### config.mk
export PLATFORM = sky130hd
export DESIGN_NAME = fcs_flash_host
export DESIGN_NICKNAME = d
export VERILOG_FILES = /design/src/fcs_pkg.sv /design/src/fcs_bus_cycle.sv /design/src/fcs_flash_host.sv
export SDC_FILE = /design/constraint.sdc
export NUM_CORES = 1
export LEC_CHECK = 0
export BUFFER_PORTS_ARGS = -buffer_cell sky130_fd_sc_hd__buf_2
export CAP_MARGIN = 20
export CORE_ASPECT_RATIO = 1.75
export CORE_MARGIN = 3
export CORE_UTILIZATION = 25
export DETAILED_ROUTE_END_ITERATION = 10
export MAX_ROUTING_LAYER = met4
export SYNTH_ARGS = -nofsm -noshare
export SYNTH_HDL_FRONTEND = slang
export SYNTH_SLANG_ARGS = --single-unit
### constraint.sdc
create_clock -name ref_clk -period 2.6 [get_ports ref_clk]
set_input_delay 0.52 -clock ref_clk [delete_from_list [all_inputs] [get_ports ref_clk]]
set_output_delay 0.52 -clock ref_clk [all_outputs]
set_load 0.01 [all_outputs]
### src/fcs_pkg.sv
// constants, command bytes and carrier types of the flash command host
package fcs_pkg;
  localparam int CLK_MHZ = 40;
  localparam int AW = 21;
  localparam int DW = 8;
  // -------------------------------------------------------------------
  // flash pin timing
  // -------------------------------------------------------------------
  localparam int WE_LOW_NS = 35;
  localparam int RD_ACC_NS = 90;
  localparam int ERASE_WIN_US = 50;
  localparam int WE_LOW_CYC = (WE_LOW_NS * CLK_MHZ + 999) / 1000;
  localparam int RD_ACC_CYC = (RD_ACC_NS * CLK_MHZ + 999) / 1000;
  localparam int ERASE_WIN_CYC = ERASE_WIN_US * CLK_MHZ;
  localparam int SYNC_CYC = 2;
  // -------------------------------------------------------------------
  // apb register map
  // -------------------------------------------------------------------
  localparam int APB_AW = 12;
  localparam logic [11:0] REG_CTRL = 12'h000;
  localparam logic [11:0] REG_ADDR = 12'h004;
  localparam logic [11:0] REG_WDATA = 12'h008;
  localparam logic [11:0] REG_STATUS = 12'h00c;
  localparam int ST_BUSY = 0;
  localparam int ST_ERR = 1;
  localparam int ST_WIN = 2;
  localparam int ST_REFUSED = 3;
  localparam int ST_RYBY = 4;
  localparam int ST_RDATA = 8;
  // -------------------------------------------------------------------
  // command bytes and addresses
  // -------------------------------------------------------------------
  localparam logic [7:0] CMD_UNLOCK1 = 8'haa;
  localparam logic [7:0] CMD_UNLOCK2 = 8'h55;
  localparam logic [7:0] CMD_AUTOSEL = 8'h90;
  localparam logic [7:0] CMD_PROGRAM = 8'ha0;
  localparam logic [7:0] CMD_ERASE_SETUP = 8'h80;
  localparam logic [7:0] CMD_CHIP = 8'h10;
  localparam logic [7:0] CMD_SECTOR = 8'h30;
  localparam logic [7:0] CMD_RESET = 8'hf0;
  localparam logic [7:0] CMD_SUSPEND = 8'hb0;
  localparam logic [7:0] CMD_RESUME = 8'h30;
  localparam logic [20:0] UNLOCK_ADDR1 = 21'h000555;
  localparam logic [20:0] UNLOCK_ADDR2 = 21'h0002aa;
  localparam int POLL_BIT = 7;
  localparam int TIMEOUT_BIT = 5;
  typedef enum logic [3:0] {
    OP_READ = 4'h0, OP_RESET = 4'h1, OP_AUTOSEL = 4'h2, OP_PROGRAM = 4'h3,
    OP_CHIP = 4'h4, OP_SECT = 4'h5, OP_SECTADD = 4'h6, OP_SUSPEND = 4'h7,
    OP_RESUME = 4'h8, OP_WAIT = 4'h9
  } fcs_op_t;
  typedef struct packed {
    logic isRead;
    logic [20:0] addr;
    logic [7:0] data;
  } fcs_cyc_t;
endpackage

### src/fcs_bus_cycle.sv
// one flash bus cycle, read or write, on the asynchronous pins
`timescale 1ns/10ps
`default_nettype none
module fcs_bus_cycle #(
  parameter int WE_CYC = fcs_pkg::WE_LOW_CYC,
  parameter int RD_CYC = fcs_pkg::RD_ACC_CYC
) (
  input wire logic ref_clk,
  input wire logic nrst,
  input wire logic clkEn,
  input wire logic start,
  input wire fcs_pkg::fcs_cyc_t req,
  output logic ready,
  output logic done,
  output logic [7:0] rdata,
  output logic [20:0] flashAddr,
  output logic [7:0] flashDqOut,
  input wire logic [7:0] flashDqIn,
  output logic flashDqOen,
  output logic flashCeN,
  output logic flashWeN,
  output logic flashOeN
);
  // read strobe covers access time plus the data synchroniser
  localparam int RD_LEN = RD_CYC + fcs_pkg::SYNC_CYC;
  typedef enum logic [3:0] {
    C_IDLE = 4'b0001, C_SETUP = 4'b0010, C_STROBE = 4'b0100, C_HOLD = 4'b1000
  } fcs_cst_t;
  fcs_cst_t state, next_state;
  fcs_pkg::fcs_cyc_t cur;
  logic [3:0] cnt;
  logic [7:0] dqMeta, dqSync;

  wire inStrobe = state == C_STROBE;
  wire strobeEnd = inStrobe && (cnt == 4'h0);
  assign ready = state == C_IDLE;
  assign done = state == C_HOLD;
  assign flashAddr = cur.addr;
  assign flashDqOut = cur.data;
  // data driven from setup through hold of a write
  assign flashDqOen = ready || cur.isRead;
  assign flashCeN = !inStrobe;
  assign flashWeN = !(inStrobe && !cur.isRead);
  assign flashOeN = !(inStrobe && cur.isRead);

  always_comb begin
    next_state = state;
    unique case (state)
      C_IDLE: if (start) next_state = C_SETUP;
      C_SETUP: next_state = C_STROBE;
      C_STROBE: if (cnt == 4'h0) next_state = C_HOLD;
      C_HOLD: next_state = C_IDLE;
      default: next_state = C_IDLE;
    endcase
  end

  always_ff @(posedge ref_clk) begin
    if (!nrst) begin
      dqMeta <= 8'h00;
      dqSync <= 8'h00;
    end else if (clkEn) begin
      dqMeta <= flashDqIn;
      dqSync <= dqMeta;
    end
  end

  always_ff @(posedge ref_clk) begin
    if (!nrst) begin
      state <= C_IDLE;
      cur <= '0;
    end else if (clkEn) begin
      state <= next_state;
      // address and data stay put for the whole cycle
      if (ready && start) cur <= req;
    end
  end

  always_ff @(posedge ref_clk) begin
    if (!nrst) begin
      cnt <= 4'h0;
      rdata <= 8'h00;
    end else if (clkEn) begin
      if (state == C_SETUP) cnt <= cur.isRead ? 4'(RD_LEN - 1) : 4'(WE_CYC - 1);
      else if (inStrobe && cnt != 4'h0) cnt <= cnt - 4'h1;
      if (strobeEnd && cur.isRead) rdata <= dqSync;
    end
  end
endmodule
`default_nettype wire

### src/fcs_flash_host.sv
// apb-controlled host that sequences flash command cycles and polls status
//
// Register access over APB and the address map were chosen for this implementation.
`timescale 1ns/10ps
`default_nettype none
// Function
// issue only complete valid command sequences
// hold address, data across whole strobe
// return idle once algorithm completes
// single reset write restores array read
// reset before erase starts aborts
// reset before programming starts aborts
// leave autoselect by writing reset
// timeout flag seen, host writes reset
// autoselect reads need no new sequence
// low byte zero/one gives identity
// low byte two gives sector protection
// program is four write cycles
// completion seen through polling bit
// hardware reset kills programming, retry
// programming only clears bits
// chip erase is six write cycles
// chip erase ignores commands meanwhile
// sector erase last write carries sector
// add sectors within fifty microsecond window
// other command in window cancels erase
// window timed from final write strobe
// running sector erase accepts only suspend
// five top address bits pick sector
// upper address bits ignored in unlocks
// suspend ends window, suspends erase
// fixed command byte values
module fcs_flash_host #(
  parameter int WIN_CYC = fcs_pkg::ERASE_WIN_CYC
) (
  input wire logic ref_clk,
  input wire logic nrst,
  input wire logic clkEn,
  input wire logic psel,
  input wire logic penable,
  input wire logic pwrite,
  input wire logic [11:0] paddr,
  input wire logic [31:0] pwdata,
  output logic [31:0] prdata,
  output logic pready,
  output logic pslverr,
  output logic [20:0] flashAddr,
  output logic [7:0] flashDqOut,
  input wire logic [7:0] flashDqIn,
  output logic flashDqOen,
  output logic flashCeN,
  output logic flashWeN,
  output logic flashOeN,
  output logic flashResetN,
  input wire logic flashReadyBusy
);
  typedef enum logic [4:0] {
    S_IDLE = 5'b00001, S_ISSUE = 5'b00010, S_WAIT = 5'b00100,
    S_POLL = 5'b01000, S_POLLW = 5'b10000
  } fcs_sst_t;
  fcs_sst_t state, next_state;
  fcs_pkg::fcs_op_t op;
  logic [2:0] step;
  logic [20:0] addrReg;
  logic [7:0] wdataReg, rdataReg;
  logic errFlag, refused, rybyMeta, rybySync;
  logic [11:0] winCnt;
  logic cycReady, cycDone;
  logic [7:0] cycRdata;
  fcs_pkg::fcs_cyc_t cycReq;

  // -------------------------------------------------------------------
  // sequence tables
  // -------------------------------------------------------------------
  function automatic logic [2:0] nSteps(input fcs_pkg::fcs_op_t o);
    case (o)
      fcs_pkg::OP_AUTOSEL: nSteps = 3'h5;
      fcs_pkg::OP_PROGRAM: nSteps = 3'h4;
      fcs_pkg::OP_CHIP, fcs_pkg::OP_SECT: nSteps = 3'h6;
      fcs_pkg::OP_WAIT: nSteps = 3'h0;
      default: nSteps = 3'h1;
    endcase
  endfunction

  function automatic fcs_pkg::fcs_cyc_t stepReq(input fcs_pkg::fcs_op_t o,
      input logic [2:0] i, input logic [20:0] a, input logic [7:0] d);
    fcs_pkg::fcs_cyc_t c;
    // unlock addresses fixed; upper bits do not matter to the device
    c = '{isRead: 1'b0, addr: fcs_pkg::UNLOCK_ADDR1, data: fcs_pkg::CMD_UNLOCK1};
    case (i)
      3'h1, 3'h4: begin
        c.addr = fcs_pkg::UNLOCK_ADDR2;
        c.data = fcs_pkg::CMD_UNLOCK2;
      end
      3'h2: c.data = (o == fcs_pkg::OP_AUTOSEL) ? fcs_pkg::CMD_AUTOSEL :
                     (o == fcs_pkg::OP_PROGRAM) ? fcs_pkg::CMD_PROGRAM :
                     fcs_pkg::CMD_ERASE_SETUP;
      3'h5: begin
        c.data = (o == fcs_pkg::OP_CHIP) ? fcs_pkg::CMD_CHIP : fcs_pkg::CMD_SECTOR;
        if (o == fcs_pkg::OP_SECT) c.addr = a;
      end
      default: ;
    endcase
    if (o == fcs_pkg::OP_AUTOSEL && i == 3'h3) begin
      c.isRead = 1'b1;
      c.addr = a;
    end
    if (o == fcs_pkg::OP_AUTOSEL && i == 3'h4) c.data = fcs_pkg::CMD_RESET;
    if (o == fcs_pkg::OP_PROGRAM && i == 3'h3) begin
      c.addr = a;
      c.data = d;
    end
    if (i == 3'h0) begin
      case (o)
        fcs_pkg::OP_READ: begin
          c.isRead = 1'b1;
          c.addr = a;
        end
        fcs_pkg::OP_RESET: c.data = fcs_pkg::CMD_RESET;
        fcs_pkg::OP_SECTADD: begin
          c.addr = a;
          c.data = fcs_pkg::CMD_SECTOR;
        end
        fcs_pkg::OP_SUSPEND: c.data = fcs_pkg::CMD_SUSPEND;
        fcs_pkg::OP_RESUME: c.data = fcs_pkg::CMD_RESUME;
        default: ;
      endcase
    end
    return c;
  endfunction

  // -------------------------------------------------------------------
  // decode
  // -------------------------------------------------------------------
  wire [2:0] n = nSteps(op);
  wire idle = state == S_IDLE;
  wire winOpen = winCnt != 12'h000;
  wire apbAcc = psel && penable;
  wire wrCtrl = apbAcc && pwrite && paddr == fcs_pkg::REG_CTRL;
  wire [3:0] newOp = pwdata[3:0];
  wire opLegal = newOp <= fcs_pkg::OP_WAIT;
  // a late sector add would start a partial erase
  wire lateAdd = newOp == fcs_pkg::OP_SECTADD && !winOpen;
  wire accept = wrCtrl && idle && opLegal && !lateAdd;
  wire seqDone = state == S_ISSUE && step == n;
  wire lastDone = state == S_WAIT && cycDone && step == 3'(n - 3'h1);
  wire pollOk = (op == fcs_pkg::OP_PROGRAM) ?
                cycRdata[fcs_pkg::POLL_BIT] == wdataReg[fcs_pkg::POLL_BIT] :
                cycRdata[fcs_pkg::POLL_BIT];
  wire pollEnd = state == S_POLLW && cycDone;
  wire timedOut = pollEnd && !pollOk && cycRdata[fcs_pkg::TIMEOUT_BIT];
  wire needPoll = op == fcs_pkg::OP_PROGRAM || op == fcs_pkg::OP_CHIP ||
                  op == fcs_pkg::OP_WAIT;
  wire cycStart = cycReady && (state == S_POLL || (state == S_ISSUE && step != n));
  wire hit = paddr == fcs_pkg::REG_CTRL || paddr == fcs_pkg::REG_ADDR ||
             paddr == fcs_pkg::REG_WDATA || paddr == fcs_pkg::REG_STATUS;
  wire [31:0] statusWord = {16'h0000, rdataReg, 3'b000, rybySync, refused,
                            winOpen, errFlag, !idle};
  wire [31:0] rdMux = (paddr == fcs_pkg::REG_ADDR) ? {11'h000, addrReg} :
                      (paddr == fcs_pkg::REG_WDATA) ? {24'h000000, wdataReg} :
                      (paddr == fcs_pkg::REG_STATUS) ? statusWord : 32'h00000000;
  assign pready = 1'b1;
  assign cycReq = (state == S_POLL) ?
                  fcs_pkg::fcs_cyc_t'{isRead: 1'b1, addr: addrReg, data: 8'h00} :
                  stepReq(op, step, addrReg, wdataReg);

  always_comb begin
    next_state = state;
    unique case (state)
      S_IDLE: if (accept) next_state = S_ISSUE;
      S_ISSUE: begin
        if (seqDone) next_state = needPoll ? S_POLL : S_IDLE;
        else if (cycStart) next_state = S_WAIT;
      end
      S_WAIT: if (cycDone) next_state = S_ISSUE;
      S_POLL: if (cycStart) next_state = S_POLLW;
      S_POLLW: begin
        if (cycDone) next_state = pollOk ? S_IDLE : timedOut ? S_ISSUE : S_POLL;
      end
      default: next_state = S_IDLE;
    endcase
  end

  // -------------------------------------------------------------------
  // sequencer and registers
  // -------------------------------------------------------------------
  always_ff @(posedge ref_clk) begin
    if (!nrst) begin
      state <= S_IDLE;
      op <= fcs_pkg::OP_READ;
      step <= 3'h0;
    end else if (clkEn) begin
      state <= next_state;
      if (accept) begin
        op <= fcs_pkg::fcs_op_t'(newOp);
        step <= 3'h0;
      end else if (state == S_WAIT && cycDone) begin
        step <= step + 3'h1;
      end else if (timedOut) begin
        op <= fcs_pkg::OP_RESET;
        step <= 3'h0;
      end
    end
  end

  always_ff @(posedge ref_clk) begin
    if (!nrst) begin
      addrReg <= 21'h000000;
      wdataReg <= 8'h00;
      rdataReg <= 8'h00;
    end else if (clkEn) begin
      if (apbAcc && pwrite && paddr == fcs_pkg::REG_ADDR) addrReg <= pwdata[20:0];
      if (apbAcc && pwrite && paddr == fcs_pkg::REG_WDATA) wdataReg <= pwdata[7:0];
      if ((state == S_WAIT || state == S_POLLW) && cycDone) rdataReg <= cycRdata;
    end
  end

  always_ff @(posedge ref_clk) begin
    if (!nrst) begin
      errFlag <= 1'b0;
      refused <= 1'b0;
    end else if (clkEn) begin
      if (timedOut) errFlag <= 1'b1;
      else if (accept) errFlag <= 1'b0;
      if (wrCtrl && !accept) refused <= 1'b1;
      else if (accept) refused <= 1'b0;
    end
  end

  // window restarts at the end of each sector write; other commands close it
  always_ff @(posedge ref_clk) begin
    if (!nrst) begin
      winCnt <= 12'h000;
    end else if (clkEn) begin
      if (lastDone && (op == fcs_pkg::OP_SECT || op == fcs_pkg::OP_SECTADD))
        winCnt <= 12'(WIN_CYC);
      else if (accept && newOp != fcs_pkg::OP_SECTADD) winCnt <= 12'h000;
      else if (winOpen) winCnt <= winCnt - 12'h001;
    end
  end

  always_ff @(posedge ref_clk) begin
    if (!nrst) begin
      prdata <= 32'h00000000;
      pslverr <= 1'b0;
      rybyMeta <= 1'b0;
      rybySync <= 1'b0;
      flashResetN <= 1'b0;
    end else if (clkEn) begin
      if (psel && !penable) begin
        prdata <= rdMux;
        pslverr <= !hit;
      end
      rybyMeta <= flashReadyBusy;
      rybySync <= rybyMeta;
      flashResetN <= 1'b1;
    end
  end

  fcs_bus_cycle u_cycle (
    .ref_clk(ref_clk),
    .nrst(nrst),
    .clkEn(clkEn),
    .start(cycStart),
    .req(cycReq),
    .ready(cycReady),
    .done(cycDone),
    .rdata(cycRdata),
    .flashAddr(flashAddr),
    .flashDqOut(flashDqOut),
    .flashDqIn(flashDqIn),
    .flashDqOen(flashDqOen),
    .flashCeN(flashCeN),
    .flashWeN(flashWeN),
    .flashOeN(flashOeN)
  );
endmodule
`default_nettype wire

# Word-level counts from Yosys, hierarchy flattened
# Cells that the tools add are included.
# totals
ff_bits	161
inputBits	59
output_inout_bits	68
elab_cells	194
# classes
add_sub_neg	4
n_lt_le_gt_ge	1
n_eq_ne	40
muxes	47
reduce_logical	80
# op_table
op	n
two-way mux 21 bit	3
two-way mux 30 bit	2
one-hot mux 8 bit (3 select lines)	2
one-hot mux 21 bit (2 select lines)	1
two-way mux 4 bit	10
two-way mux 12 bit	3
two-way mux 16 bit	2
logical AND 1 bit	31
two-way mux 5 bit	6
two-way mux 29 bit	1
one-hot mux 5 bit (5 select lines)	1
equality test 12 x 4 -> 1 bit, second input constant	2
equality test 4 x 3 -> 1 bit, second input constant	6
two-way mux 22 bit	1
AND reduction 2 bit	11
two-way mux 6 bit	3
equality test 12 x 3 -> 1 bit, second input constant	1
equality test 4 x 2 -> 1 bit, second input constant	3
equality test 4 bit, second input constant	3
logical NOT 12 bit	1
two-way mux 3 bit	4
one-hot mux 3 bit (4 select lines)	1
one-hot mux 4 bit (3 select lines)	1
nonzero test 12 bit	1
33 further kinds	72

# Depth between registers and ports, before layout
# Gate-level depths: netlist of the first run.
# depth
word_depth	10
mapped_depth	10
mapped_depth_nobuf	9

# By module
# From an unflattened synthesis of the first run, not the netlist that was laid out.
# unflattened
cells_unflattened	918
area_unflattened_um2	7736.2
# by_module_without_submodules
module	n_inst	cells_each	area_each_um2	seq_area_each_um2
fcs_flash_host	1	620	4987.3	1761.7
fcs_bus_cycle	1	298	2748.9	1241.2

# Worst setup path after synthesis of the first run
# Ideal clock, no wire load.
# synth_timing
kind	register -> register
startpoint	register op[3]
endpoint	register winCnt[2]
setup_ps	120
t_arrival_ps	2104
t_required_ps	2480
setup_slack_ps	376
stages_incl_launch_ff	11
path_buffers	1
cell_sequence	dfxtp_1 buf_6 nor3b_4 inv_2 nand3_1 ha_1 xor2_1 nand3_1 o41ai_4 nor4_1 o31a_1
# synth_between
elab_chain_len	9
word_cells_on_any_way	16
classes_between	1 x add/sub; 7 x eq/ne; 2 x mux; 6 x reduce/logical
# synth_lines
item	line_no	text
from (decl)	fcs_flash_host.sv:62	fcs_pkg::fcs_op_t op;
from (signal assigned)	fcs_flash_host.sv:190	op <= fcs_pkg::OP_READ;
from (signal assigned)	fcs_flash_host.sv:195	op <= fcs_pkg::fcs_op_t'(newOp);
from (signal assigned)	fcs_flash_host.sv:200	op <= fcs_pkg::OP_RESET;
equality test 4 x 3 -> 1 bit, on equally long branches	fcs_flash_host.sv:76, fcs_flash_host.sv:235	
OR reduction 2 bit	fcs_flash_host.sv:76	case (o)
one-hot mux 3 bit (4 select lines)	fcs_flash_host.sv:76	
subtractor 3 x 1 -> 3 bit	fcs_flash_host.sv:146	wire lastDone = state == S_WAIT && cycDone && step == 3'(n - 3'h1);
equality test 3 bit	fcs_flash_host.sv:146	
logical AND 1 bit	fcs_flash_host.sv:146	
logical AND 1 bit *	fcs_flash_host.sv:235	if (lastDone && (op == fcs_pkg::OP_SECT || op == fcs_pkg::OP_SECTADD))
nonzero test 3 bit (no source line)	-	
AND reduction 2 bit (no source line)	-	
to (signal assigned)	fcs_flash_host.sv:236	winCnt <= 12'(WIN_CYC);
to (signal assigned)	fcs_flash_host.sv:238	else if (winOpen) winCnt <= winCnt - 12'h001;
to (decl)	fcs_flash_host.sv:67	logic [11:0] winCnt;
# Mark *: on every way between the ends. The rest lies on a longest branch, timed or not.
# A chain may end at the register's enable or synchronous reset.

# Worst setup path after layout of the first run
# layout_timing
startpoint	register op[1]
endpoint	register state[3]
# layout_between
elab_chain_len	9
word_cells_on_any_way	28
classes_between	9 x eq/ne; 8 x mux; 11 x reduce/logical
# layout_lines
item	line_no	text
equality test 4 x 3 -> 1 bit, or another cell as far along	fcs_flash_host.sv:76, fcs_flash_host.sv:152	
OR reduction 2 bit / two-way mux 1 bit (equally long branches)	fcs_flash_host.sv:76, fcs_flash_host.sv:147	
one-hot mux 3 bit (4 select lines) / logical NOT 1 bit (equally long branches)	fcs_flash_host.sv:76, fcs_flash_host.sv:151	
inequality test 3 bit / logical AND 1 bit (equally long branches)	fcs_flash_host.sv:154, fcs_flash_host.sv:151	
logical AND 1 bit, on equally long branches	fcs_flash_host.sv:154, fcs_flash_host.sv:151	
logical OR 1 bit / two-way mux 4 bit (equally long branches)	fcs_flash_host.sv:154, fcs_flash_host.sv:178	
logical AND 1 bit / two-way mux 4 bit (equally long branches)	fcs_flash_host.sv:154, fcs_flash_host.sv:178	
inequality test 3 x 2 -> 1 bit (no source line), or another cell as far along	-	
AND reduction 6 bit (no source line) / one-hot mux 5 bit (5 select lines) (equally long branches)	-	
to (signal assigned)	fcs_flash_host.sv:193	state <= next_state;
to (decl)	fcs_flash_host.sv:61	fcs_sst_t state, next_state;
# Several ways; a longest one is shown, not always the timed one. The select of a mux whose other input is x is not followed.

==> key figures, run 1 <==
Synthesis
  • Average cell area after synthesis: ~8.4 um^2
  • Warnings, synthesis: 0
  • Number of different library cells in the post-synthesis netlist: 84
  • Cell taking the most area after synthesis: sky130_fd_sc_hd__dfxtp_1
  • Async set or reset register ratio after synthesis: 0
  • Portion of the post-synthesis area used by sequential elements: 0.394
  • Synth top area share: 0.394
  • Count of flip-flops with a built-in enable after synthesis: 0
  • Main flop type after synthesis: sky130_fd_sc_hd__dfxtp_1
  • Post-Syn Instances: 905
  • Post-synthesis instance area: between 0.007 and 0.008 mm^2
  • FF+latch count, synth: 150
  • Cell types occupying the most area after synthesis: sky130_fd_sc_hd__dfxtp_1 39%, sky130_fd_sc_hd__mux2i_1 8.4%, sky130_fd_sc_hd__nand2_1 6.6%

Routing
  • Post-detailed-route DRC marker count: 0
  • Post-DRT Antenna Nets: 0
  • Drt total wl: 22800 um
  • Total via count in the routed design: about 6900
  • First DRT Iteration DRCs: 365
  • Iteration count of the initial detailed-routing pass: 5
  • Routed wirelength normalized by instance count: ~16 um
  • DR vias/cell: between 4 and 5

Global routing
  • Vias in the first global route: between 6000 and 7000
  • Overall overflow remaining after global route: 0
  • Wire length of the first global-routing pass: between 30000 and 40000 um
  • Fraction of met3 tracks used by global routing: 0.0217
  • Busiest grt layer: met2
  • Met1 Resource Use GR: 0.150
  • Maximum number of pins on one net before global-route repair: 73
  • GRT Total Usage: 0.142
  • Number of antenna violations at the first check in global routing: 3
  • Fraction of met2 tracks used by global routing: 0.240

Timing
  • WHS: 0.327 ns
  • Final Worst Setup Slack: 0.190 ns
  • Tightest slew margin relative to the limit: 0.575
  • Ratio of final minimum period to clock period: 0.927
  • Setup violation total in the final timing report: 0
  • Max Slew Vio Count: 0
  • Worst Skew: 0.00874 ns
  • Final hold viol count: 0
  • Pin slew with the least headroom to its limit: 0.636 ns
  • Highest attainable clock frequency: 415 MHz
  • Final TNS setup: 0 ns
  • Final critical delay including setup and external delays: 2.41 ns
  • RSZ-0062 raised after global routing: false

Outcome
  • Run status: finished, final reports clean

Finish
  • Most frequent standard cell in the layout excluding fill and tap cells: sky130_fd_sc_hd__dfxtp_1
  • Share of post-route cells with drive strength above 1: 0.233
  • Final instance area: 0.00924 mm^2
  • Final core utilization: 0.307
  • Growth of design area from synthesis to finish: 21.3%
  • Post-layout net count: about 1100
  • Most used cells in the layout excluding fill and tap cells: 150 x sky130_fd_sc_hd__dfxtp_1, 134 x sky130_fd_sc_hd__nand2_1, 103 x sky130_fd_sc_hd__buf_2

Power
  • Portion of total power attributed to sequential cells: 0.423
  • P_int: between 4 and 5 mW
  • Clock network fraction of design power: 0.391
  • Switching fraction of total power: 0.301
  • Share of power burned in combinational logic: 0.186
  • Peak supply drop: between 400 and 500 uV
  • Power per cell area: 643 mW/mm^2
  • Sw Pwr: 1.79 mW
  • Leak Pwr: between 3 and 4 nW

CTS
  • Clk pin slew, worst setup/hold paths: 0.07 ns
  • Insertion delay to the later sink of the worst-skew pair: 0.43 ns
  • Root buffer cell: sky130_fd_sc_hd__clkbuf_16
  • CTS tree: done
  • Number of sinks on the clock net: 150
  • Hold-fix buffers, CTS: 0
  • Buffer depth of the longest clock path: 2
  • H-tree depth reported by CTS: 4
  • CTS buffer count: 17

Die
  • Number of rows created at floorplan: 84
  • Area of the core: roughly 0.030 mm^2
  • Initial cell density of the core: 0.253
  • Die span in y: approximately 240 um
  • IO Pins: 127
  • Die W: 138 um
  • Die area: about 0.033 mm^2

Placed design
  • Setup slack after placement: 0.115 ns
  • Number of I/O port buffers: 103
  • Last weighted congestion value of the routability-driven placer: ~0.90
  • Post-detailed-placement half-perimeter wirelength: ~18000 um
  • Placed cell areas: ~0.0087 mm^2

Critical path
  • Worst Path Arrival: 2.77 ns
  • Nature of the critical path startpoint: flip-flop
  • Crit-path max FO: 7
  • Capturing element type of the critical path: flip-flop
  • Critical Path RT: 2.96 ns
  • Critical path class: reg -> reg

Worst hold path
  • Hold WC Path Type: in -> reg

Job
  • Number of max-cap violations: 0
-- cell families (layout without fill, tap and decap cells) --
logic type | after synthesis | in the layout | synth area share
and+or+nand+nor | 368 | 368 | 0.245
AOI/OAI and AO/OA | 194 | 194 | 0.173
DFF | 150 | 150 | 0.394
buffers and inverters | 109 | 217 | 0.0773
muxes | 67 | 67 | 0.0885
adders and majority gates | 8 | 8 | 0.0131
xor gates and xnor gates | 7 | 7 | 0.00805
other | 2 | 15 | 0.000986
-- flip-flops by register name (all words and copies together) (netlist names), 3 cells and up --
register / flops
addrReg: 21
prdata: 21
u_cycle.flashAddr: 21
winCnt: 12
rdataReg: 8
u_cycle.dqMeta: 8
u_cycle.dqSync: 8
u_cycle.flashDqOut: 8
u_cycle.rdata: 8
wdataReg: 8
state: 5
op: 4
u_cycle.cnt: 4
u_cycle.state: 4
step: 3
-- critical path, cell delays in order (launching register included) --
cell,delay [ns]
sky130_fd_sc_hd__dfxtp_1,0.51
sky130_fd_sc_hd__buf_4,0.22
sky130_fd_sc_hd__xor2_1,0.19
sky130_fd_sc_hd__a211oi_1,0.10
sky130_fd_sc_hd__buf_4,0.16
sky130_fd_sc_hd__a311oi_4,0.44
sky130_fd_sc_hd__o31ai_1,0.23
sky130_fd_sc_hd__or3_1,0.39
sky130_fd_sc_hd__a21oi_1,0.12
-- power by group through the flow --
stage          logic, mW  registers, mW  clock network [mW]
2_1_floorplan      0.815           2.53                   0
3_3_place_gp        1.09           2.55                   0
3_5_place_dp        1.10           2.56                   0
4_1_cts             1.11           2.51                2.38
5_1_grt             1.24           2.52                2.46
6_report            1.10           2.51                2.32
-- area by class of cell --
cell class                 instances  area (um^2)
antenna                            3         7.51
timing repair buffer             169         1050
clock buffer                      18          439
multi-input combinational        656         4080
tap                              387          484
clock inverter                    13          115
sequential                       150         3000
fill                            3178        20800
inverter                          17         63.8
-- metrics by stage --
| step | instances | power [mW] |
|---|---|---|
| after floorplan | 915 | 3.34 |
| after global placement | 1379 | 3.65 |
| after detailed placement | 1379 | 3.66 |
| after CTS | 1410 | 6.00 |
| after global routing | 1413 | 6.23 |
| final | 1413 | 5.94 |
-- final timing paths --
path | slack, ns | endpoint | start | cells after the start
worst min-delay path | 0.33 | u_cycle.dqMeta[4]$_SDFFE_PN0P_ | flashDqIn[4] | 3
worst max-delay path | 0.19 | state[3]$_SDFFE_PN0P_ | op[1]$_SDFFE_PN0P_ | 8
worst max register to register | 0.19 | state[3]$_SDFFE_PN0P_ | op[1]$_SDFFE_PN0P_ | 8
worst min register to register | 0.45 | rdataReg[3]$_SDFFE_PN0P_ | rdataReg[3]$_SDFFE_PN0P_ | 2
-- metal layers --
layer	wire [um]	up-vias
met5	0	-
met4	1550	0
met3	1090	68
met2	11300	221
met1	8850	3228
li1	-	3386
-- repair_timing --
item	CTS	global route
setup endpoints to repair	0	25
buffers inserted	0	0
gates resized for setup	0	2
-- Yosys cell counts (all sizes together), types with 5 or more instances --
master	instances
dfxtp	150
nand2	134
nor2	92
mux2i	64
a21oi	63
buf	61
nand3	37
o21ai	34
clkbuf	31
a22oi	24
nor3	23
inv	16
nor4	15
nand2b	11
a31oi	10
a2bb2oi	9
nor4b	9
o21a	9
ha	8
nor2b	8
nor3b	7
nand4	6
a22o	5
xor2	5
(Power assumes the default switching activity.)
==> inputs of run 2 (changes only) <==
--- a/config.mk
+++ b/config.mk
@@ -9,9 +9,10 @@
 export CAP_MARGIN = 20
 export CORE_ASPECT_RATIO = 1.75
 export CORE_MARGIN = 3
-export CORE_UTILIZATION = 25
+export CORE_UTILIZATION = 40
 export DETAILED_ROUTE_END_ITERATION = 10
 export MAX_ROUTING_LAYER = met4
+export PLACE_DENSITY = 0.64
 export SYNTH_ARGS = -nofsm -noshare
 export SYNTH_HDL_FRONTEND = slang
 export SYNTH_SLANG_ARGS = --single-unit
==> constraint.sdc (replaced) <==
create_clock -name ref_clk -period 2.6 [get_ports ref_clk]
set_input_delay 0.13 -clock ref_clk [delete_from_list [all_inputs] [get_ports ref_clk]]
set_output_delay 0.13 -clock ref_clk [all_outputs]
set_load 0.01 [all_outputs]
==> run 2 against run 1 <==
Critical path depth up 1. Flip-flop and latch count unchanged. Hold slack got worse by 0.31 ns. First-iteration DRC count shrank 23%. Power is 0.51% higher. Routed wire length fell by 6.0%. Global-route usage increased by 7.2 points. Via count is 0.32% higher. Combinational power increased by 5%. Cell count shrank 9.6%. Clock power hardly changed. Critical path type unchanged. Highest routed layer unchanged.
==> key figures, run 2 (synthesis gave the netlist of run 1 again) <==
Outcome
  • Run status: finished, final reports clean

Timing
  • Pin slew with the least headroom to its limit: 0.654 ns
  • RSZ-0062 raised after global routing: false
  • WHS: 0.0212 ns
  • Final hold viol count: 0
  • Setup violation total in the final timing report: 0
  • Ratio of final minimum period to clock period: 0.928
  • Highest attainable clock frequency: 415 MHz
  • Final TNS setup: 0 ns
  • Max Slew Vio Count: 0
  • Final critical delay including setup and external delays: 2.41 ns
  • Worst Skew: roughly 0.0078 ns
  • Tightest slew margin relative to the limit: 0.563

Finish
  • Combined flip-flop and latch cell area: 0.00300 mm^2
  • Growth of design area from synthesis to finish: 21.1%
  • Fillcell total: 1871
  • Post-layout net count: approximately 1100
  • Total area of multi-input combinational cells: just over 0.004 mm^2
  • Most frequent standard cell in the layout excluding fill and tap cells: sky130_fd_sc_hd__dfxtp_1
  • Most used cells in the layout excluding fill and tap cells: 150 x sky130_fd_sc_hd__dfxtp_1, 134 x sky130_fd_sc_hd__nand2_1, 103 x sky130_fd_sc_hd__buf_2
  • Inserted Diodes: 0
  • Share of post-route cells with drive strength above 1: 0.215

Die
  • Die span in y: 189 um
  • IO Pins: 127
  • Area of the core: 0.0187 mm^2
  • Initial cell density of the core: 0.408
  • Number of rows created at floorplan: 66
  • Die area: 0.0208 mm^2
  • Die W: 110 um

Power
  • Clock network fraction of design power: 0.386
  • Peak supply drop: 423 uV
  • Portion of total power attributed to sequential cells: 0.420
  • Switching fraction of total power: 0.294
  • Share of power burned in combinational logic: 0.193
  • Sw Pwr: 1.76 mW
  • P_int: 4.21 mW
  • Leak Pwr: 3.75 nW
  • Power per cell area: roughly 650 mW/mm^2

Global routing
  • Fraction of met3 tracks used by global routing: 0.0257
  • Overall overflow remaining after global route: 0
  • Busiest grt layer: met2
  • Number of antenna violations at the first check in global routing: 0
  • Vias in the first global route: between 6000 and 7000
  • Maximum number of pins on one net before global-route repair: 100
  • Fraction of met2 tracks used by global routing: 0.376
  • Met1 Resource Use GR: 0.238
  • GRT Total Usage: 0.214
  • Wire length of the first global-routing pass: 34000 um

Routing
  • Routed wirelength normalized by instance count: 16.8 um
  • DR vias/cell: 5.42
  • Iteration count of the initial detailed-routing pass: 5
  • Post-detailed-route DRC marker count: 0
  • Drt total wl: roughly 21000 um
  • Total via count in the routed design: 6925
  • First DRT Iteration DRCs: ~280
  • Post-DRT Antenna Nets: 0

Worst hold path
  • Endpoint with the worst hold slack: addrReg[1]$_SDFFE_PN0P_
  • Worst Hold Launch: pwdata[1]
  • Hold WC Path Type: in -> reg
  • Worst hold path depth: 3

Job
  • Number of max-cap violations: 0

Critical path
  • Critical Path RT: between 2 and 3 ns
  • Nature of the critical path startpoint: flip-flop
  • Startpoint of the worst-slack reg-to-reg timing path: op[2]$_SDFFE_PN0P_
  • Crit Reg-Reg Endpoint: u_cycle.flashAddr[13]$_SDFFE_PN0P_
  • Capturing element type of the critical path: flip-flop
  • Worst Path Arrival: around 2.8 ns
  • Crit-path max FO: 12
  • R2R cell count: 9
  • Reg-to-reg slack, setup: 0.19 ns
  • Critical path class: reg -> reg

CTS
  • Buffer depth of the longest clock path: 2
  • Post-cts gate resize count: 0
  • H-tree depth reported by CTS: 4
  • Clk pin slew, worst setup/hold paths: 0.06 ns
  • CTS tree: done
  • Number of sinks on the clock net: 150
  • Insertion delay to the later sink of the worst-skew pair: between 0.4 and 0.5 ns
  • Root buffer cell: sky130_fd_sc_hd__clkbuf_16
  • CTS buffer count: 17

Placed design
  • Post-detailed-placement half-perimeter wirelength: roughly 16000 um
  • Last weighted congestion value of the routability-driven placer: 0.901
  • Number of I/O port buffers: 103
-- run 2: changes by cell type in the layout (fill, tap and decap cells not counted), moves of 2 or more --
cell | previous run | this run
sky130_fd_sc_hd__clkinvlp_4 | 5 | 3
sky130_fd_sc_hd__clkinv_4 | 1 | 3
sky130_fd_sc_hd__dlygate4sd3_1 | 0 | 29
sky130_fd_sc_hd__diode_2 | 3 | 0
sky130_fd_sc_hd__buf_4 | 63 | 51
sky130_fd_sc_hd__inv_6 | 4 | 2
-- run 2: per-stage QoR --
stage                util  setup slack (ns)  std cells  total power [mW]  instance area (um^2)
finish              0.495             0.188       1278              5.97                  9230
global route        0.495            0.0251       1278              6.24                  9230
CTS                 0.495             0.208       1278              6.01                  9230
detailed placement  0.449             0.223       1218              3.68                  8390
global placement    0.449             0.242       1218              3.66                  8390
floorplan               -             0.376        915              3.34                  7660
-- run 2: layout make-up --
| type | count | area share |
|---|---|---|
| tap | 238 | 0.0323 |
| clock inverter | 11 | 0.0102 |
| inverter | 17 | 0.00691 |
| clock buffer | 20 | 0.0495 |
| multi-input combinational | 656 | 0.440 |
| timing repair buffer | 186 | 0.135 |
| sequential | 150 | 0.325 |
-- run 2: worst max path at each step --
| stage | startpoint | endpoint | slack [ns] | cells past startpoint |
|---|---|---|---|---|
| floorplan | op[3]$_SDFFE_PN0P_ | winCnt[2]$_SDFFE_PN0P_ | 0.38 | 10 |
| global placement | step[1]$_SDFFE_PN0P_ | u_cycle.flashAddr[1]$_SDFFE_PN0P_ | 0.24 | 9 |
| detailed placement | step[1]$_SDFFE_PN0P_ | u_cycle.flashAddr[13]$_SDFFE_PN0P_ | 0.22 | 9 |
| CTS | step[1]$_SDFFE_PN0P_ | u_cycle.flashAddr[13]$_SDFFE_PN0P_ | 0.21 | 9 |
| global route | step[1]$_SDFFE_PN0P_ | u_cycle.flashAddr[17]$_SDFFE_PN0P_ | 0.03 | 9 |
| finish | op[2]$_SDFFE_PN0P_ | u_cycle.flashAddr[13]$_SDFFE_PN0P_ | 0.19 | 9 |
-- run 2: routing by layer --
metal / vias to the layer above / wire, um
li1: 3393 / -
met1: 3267 / 8480
met2: 207 / 11300
met3: 58 / 840
met4: 0 / 816
met5: - / 0
-- run 2: worst max-delay path: stages, from the launching register on --
cell and delay, ns:
sky130_fd_sc_hd__dfxtp_1 0.47, sky130_fd_sc_hd__nor3b_4 0.26, sky130_fd_sc_hd__buf_4 0.18, sky130_fd_sc_hd__a211oi_1 0.05
sky130_fd_sc_hd__buf_4 0.15, sky130_fd_sc_hd__a311oi_2 0.50, sky130_fd_sc_hd__o21ai_2 0.18, sky130_fd_sc_hd__nand2_1 0.17
sky130_fd_sc_hd__buf_12 0.18, sky130_fd_sc_hd__mux2i_1 0.20
-- run 2: power groups by stage --
stage	clock [mW]	combinational [mW]	sequential, mW
2_1_floorplan	0	0.815	2.53
3_3_place_gp	0	1.10	2.55
3_5_place_dp	0	1.12	2.56
4_1_cts	2.35	1.16	2.51
5_1_grt	2.43	1.28	2.53
6_report	2.31	1.15	2.51
-- run 2: timing repair --
item	CTS	global route
endpoints found under the hold margin	34	0
hold buffers	29	0
buffers inserted	0	0
==> inputs of run 3 (changes only) <==
--- a/config.mk
+++ b/config.mk
@@ -7,7 +7,6 @@
 export LEC_CHECK = 0
 export BUFFER_PORTS_ARGS = -buffer_cell sky130_fd_sc_hd__buf_2
 export CAP_MARGIN = 20
-export CORE_ASPECT_RATIO = 1.75
 export CORE_MARGIN = 3
 export CORE_UTILIZATION = 40
 export DETAILED_ROUTE_END_ITERATION = 10
==> run 3 against run 2 <==
Combinational power hardly changed. Clock power grew 6%. Register-to-register slack hardly changed. Die area fell by 0.32%. Utilization rose by 0.54 points. Global-route usage down 0.30 points. Highest routed layer unchanged. Via count shrank 0.25%. Worst setup slack gained 0.014 ns. Sequential share of layout area rose by 0.24 points. Power up 1.9%. First-iteration DRC count is 82% higher. Maximum frequency is 0.60% higher.
==> key figures, run 3 (synthesis gave the netlist of run 1 again) <==
Outcome
  • Run status: finished, final reports clean

Routing
  • Iteration count of the initial detailed-routing pass: 5
  • Drt total wl: 21300 um
  • Post-DRT Antenna Nets: 0
  • Total via count in the routed design: 6908
  • DR vias/cell: 5.49
  • Routed wirelength normalized by instance count: 16.9 um
  • Post-detailed-route DRC marker count: 0
  • First DRT Iteration DRCs: 511

Die
  • Area of the core: ~0.018 mm^2
  • IO Pins: 127
  • Die span in y: about 140 um
  • Initial cell density of the core: 0.416
  • Die area: 0.0207 mm^2
  • Number of rows created at floorplan: 49
  • Die W: 144 um

Critical path
  • Capturing element type of the critical path: flip-flop
  • Crit-path max FO: 7
  • Critical Path RT: 2.91 ns
  • Cell with the biggest individual delay on the critical path: sky130_fd_sc_hd__dfxtp_1
  • Worst Path Arrival: about 2.7 ns
  • Buffer and inverter count on the worst path: 0
  • Highest cell delay on the worst timing path: 0.51 ns
  • Reg-to-reg slack, setup: 0.20 ns
  • Cells traversed along the worst timing path: nand4bb_1 -> nand3_1 -> ha_1 -> xor2_1 -> nand3_1 -> o41ai_4 -> nor4_1 -> o31a_1
  • Most frequent cell on the critical path: sky130_fd_sc_hd__nand3_1
  • Kind of cell adding the most delay to the critical path: compound AO/OA/AOI/OAI gates
  • Nature of the critical path startpoint: flip-flop
  • Critical path class: reg -> reg

Finish
  • Inserted Diodes: 0
  • Share of post-route cells with drive strength above 1: 0.205
  • Final core utilization: 0.500
  • Most frequent standard cell in the layout excluding fill and tap cells: sky130_fd_sc_hd__dfxtp_1
  • Non-Filler Instances: roughly 1300
  • Fillcell total: 1726
  • Most used cells in the layout excluding fill and tap cells: 149 x sky130_fd_sc_hd__dfxtp_1, 134 x sky130_fd_sc_hd__nand2_1, 103 x sky130_fd_sc_hd__buf_2
  • Post-layout net count: 1083
  • Growth of design area from synthesis to finish: 20.3%

Timing
  • Final critical delay including setup and external delays: about 2.4 ns
  • Highest attainable clock frequency: 417 MHz
  • Pin slew with the least headroom to its limit: 0.602 ns
  • Setup violation total in the final timing report: 0
  • Final hold viol count: 0
  • RSZ-0062 raised after global routing: false
  • Final TNS setup: 0 ns
  • Max Slew Vio Count: 0
  • Worst Skew: a little over 0.01 ns
  • Ratio of final minimum period to clock period: 0.922
  • Tightest slew margin relative to the limit: 0.595

CTS
  • Clk pin slew, worst setup/hold paths: 0.06 ns
  • CTS buffer count: 17
  • Insertion delay to the later sink of the worst-skew pair: between 0.4 and 0.5 ns
  • Number of sinks on the clock net: 150
  • Buffer depth of the longest clock path: 2
  • Root buffer cell: sky130_fd_sc_hd__clkbuf_16
  • CTS tree: done
  • H-tree depth reported by CTS: 4

Global routing
  • GRT Total Usage: 0.211
  • Maximum number of pins on one net before global-route repair: 83
  • Vias in the first global route: 6254
  • Wire length of the first global-routing pass: around 34000 um
  • Overall overflow remaining after global route: 0
  • Number of antenna violations at the first check in global routing: 0

Worst hold path
  • Hold WC Path Type: in -> reg

Placed design
  • Last weighted congestion value of the routability-driven placer: between 0.9 and 1
  • Cell count after placement: around 1200
  • Number of I/O port buffers: 103
  • Post-detailed-placement half-perimeter wirelength: 15200 um

Power
  • Power per cell area: between 600 and 700 mW/mm^2
  • Overall power consumption: 6.08 mW
  • Leak Pwr: 3.70 nW
  • Peak supply drop: 433 uV

Job
  • Number of max-cap violations: 0
-- run 3: changes by cell type in the layout (fill, tap and decap cells not counted), sizes merged --
| cell | delta |
|---|---|
| clkinv | -2 |
| bufinv | +2 |
| inv | -2 |
| clkbuf | +3 |
| buf | -12 |
-- run 3: what timing repair did --
action                     CTS  global route
buffers inserted             0             1
hold endpoints to repair    35             0
hold buffers                29             0
resized for setup            0             1
setup endpoints to repair    0             2
-- run 3: worst paths after layout --
kind | start | cells after the start | endpoint
worst max-delay path | op[3]$_SDFFE_PN0P_ | 8 | winCnt[2]$_SDFFE_PN0P_
worst min-delay path | pwdata[1] | 3 | op[1]$_SDFFE_PN0P_
worst max register to register | op[3]$_SDFFE_PN0P_ | 8 | winCnt[2]$_SDFFE_PN0P_
worst min register to register | u_cycle.flashDqOut[5]$_SDFFE_PN0P_ | 2 | u_cycle.flashDqOut[5]$_SDFFE_PN0P_
-- run 3: metal layers --
| layer | vias up | part of all wire | wire length, um | track usage |
|---|---|---|---|---|
| met3 | 27 | 0.064 | 1360 | 0.0390 |
| li1 | 3388 | - | - | - |
| met4 | 0 | 0.014 | 293 | 0.0575 |
| met2 | 211 | 0.45 | 9500 | 0.308 |
| met5 | - | 0 | 0 | - |
| met1 | 3282 | 0.48 | 10100 | 0.301 |
-- run 3: worst min-delay path, cell delays in order --
cell	delay, ns
sky130_fd_sc_hd__buf_2	0.14
sky130_fd_sc_hd__nand2_1	0.06
sky130_fd_sc_hd__a21oi_1	0.06
-- run 3: layout make-up --
type	count	area (um^2)	share of cell area
clock buffer	23	468	0.0511
clock inverter	9	118	0.0128
inverter	17	63.8	0.00696
multi-input combinational	656	4070	0.444
sequential	150	3000	0.328
tap	229	287	0.0313
timing repair buffer	174	1160	0.126
-- run 3: where the power goes --
group / total, mW / switching, mW / leakage, nW / internal, mW
registers: 2.51 / 0.116 / 1.21 / 2.40
clock network: 2.45 / 0.981 / 0.275 / 1.47
logic: 1.12 / 0.609 / 2.22 / 0.510
-- run 3: through the flow --
| step | hold WS (ns) | instance area, um^2 | setup slack (ns) |
|---|---|---|---|
| floorplan | 0.266 | 7660 | 0.376 |
| global placement | 0.363 | 8280 | 0.191 |
| global route | 0.0121 | 9160 | 0.0171 |
| finish | 0.0138 | 9160 | 0.202 |
| CTS | 0.00961 | 9160 | 0.146 |
| detailed placement | 0.371 | 8280 | 0.166 |
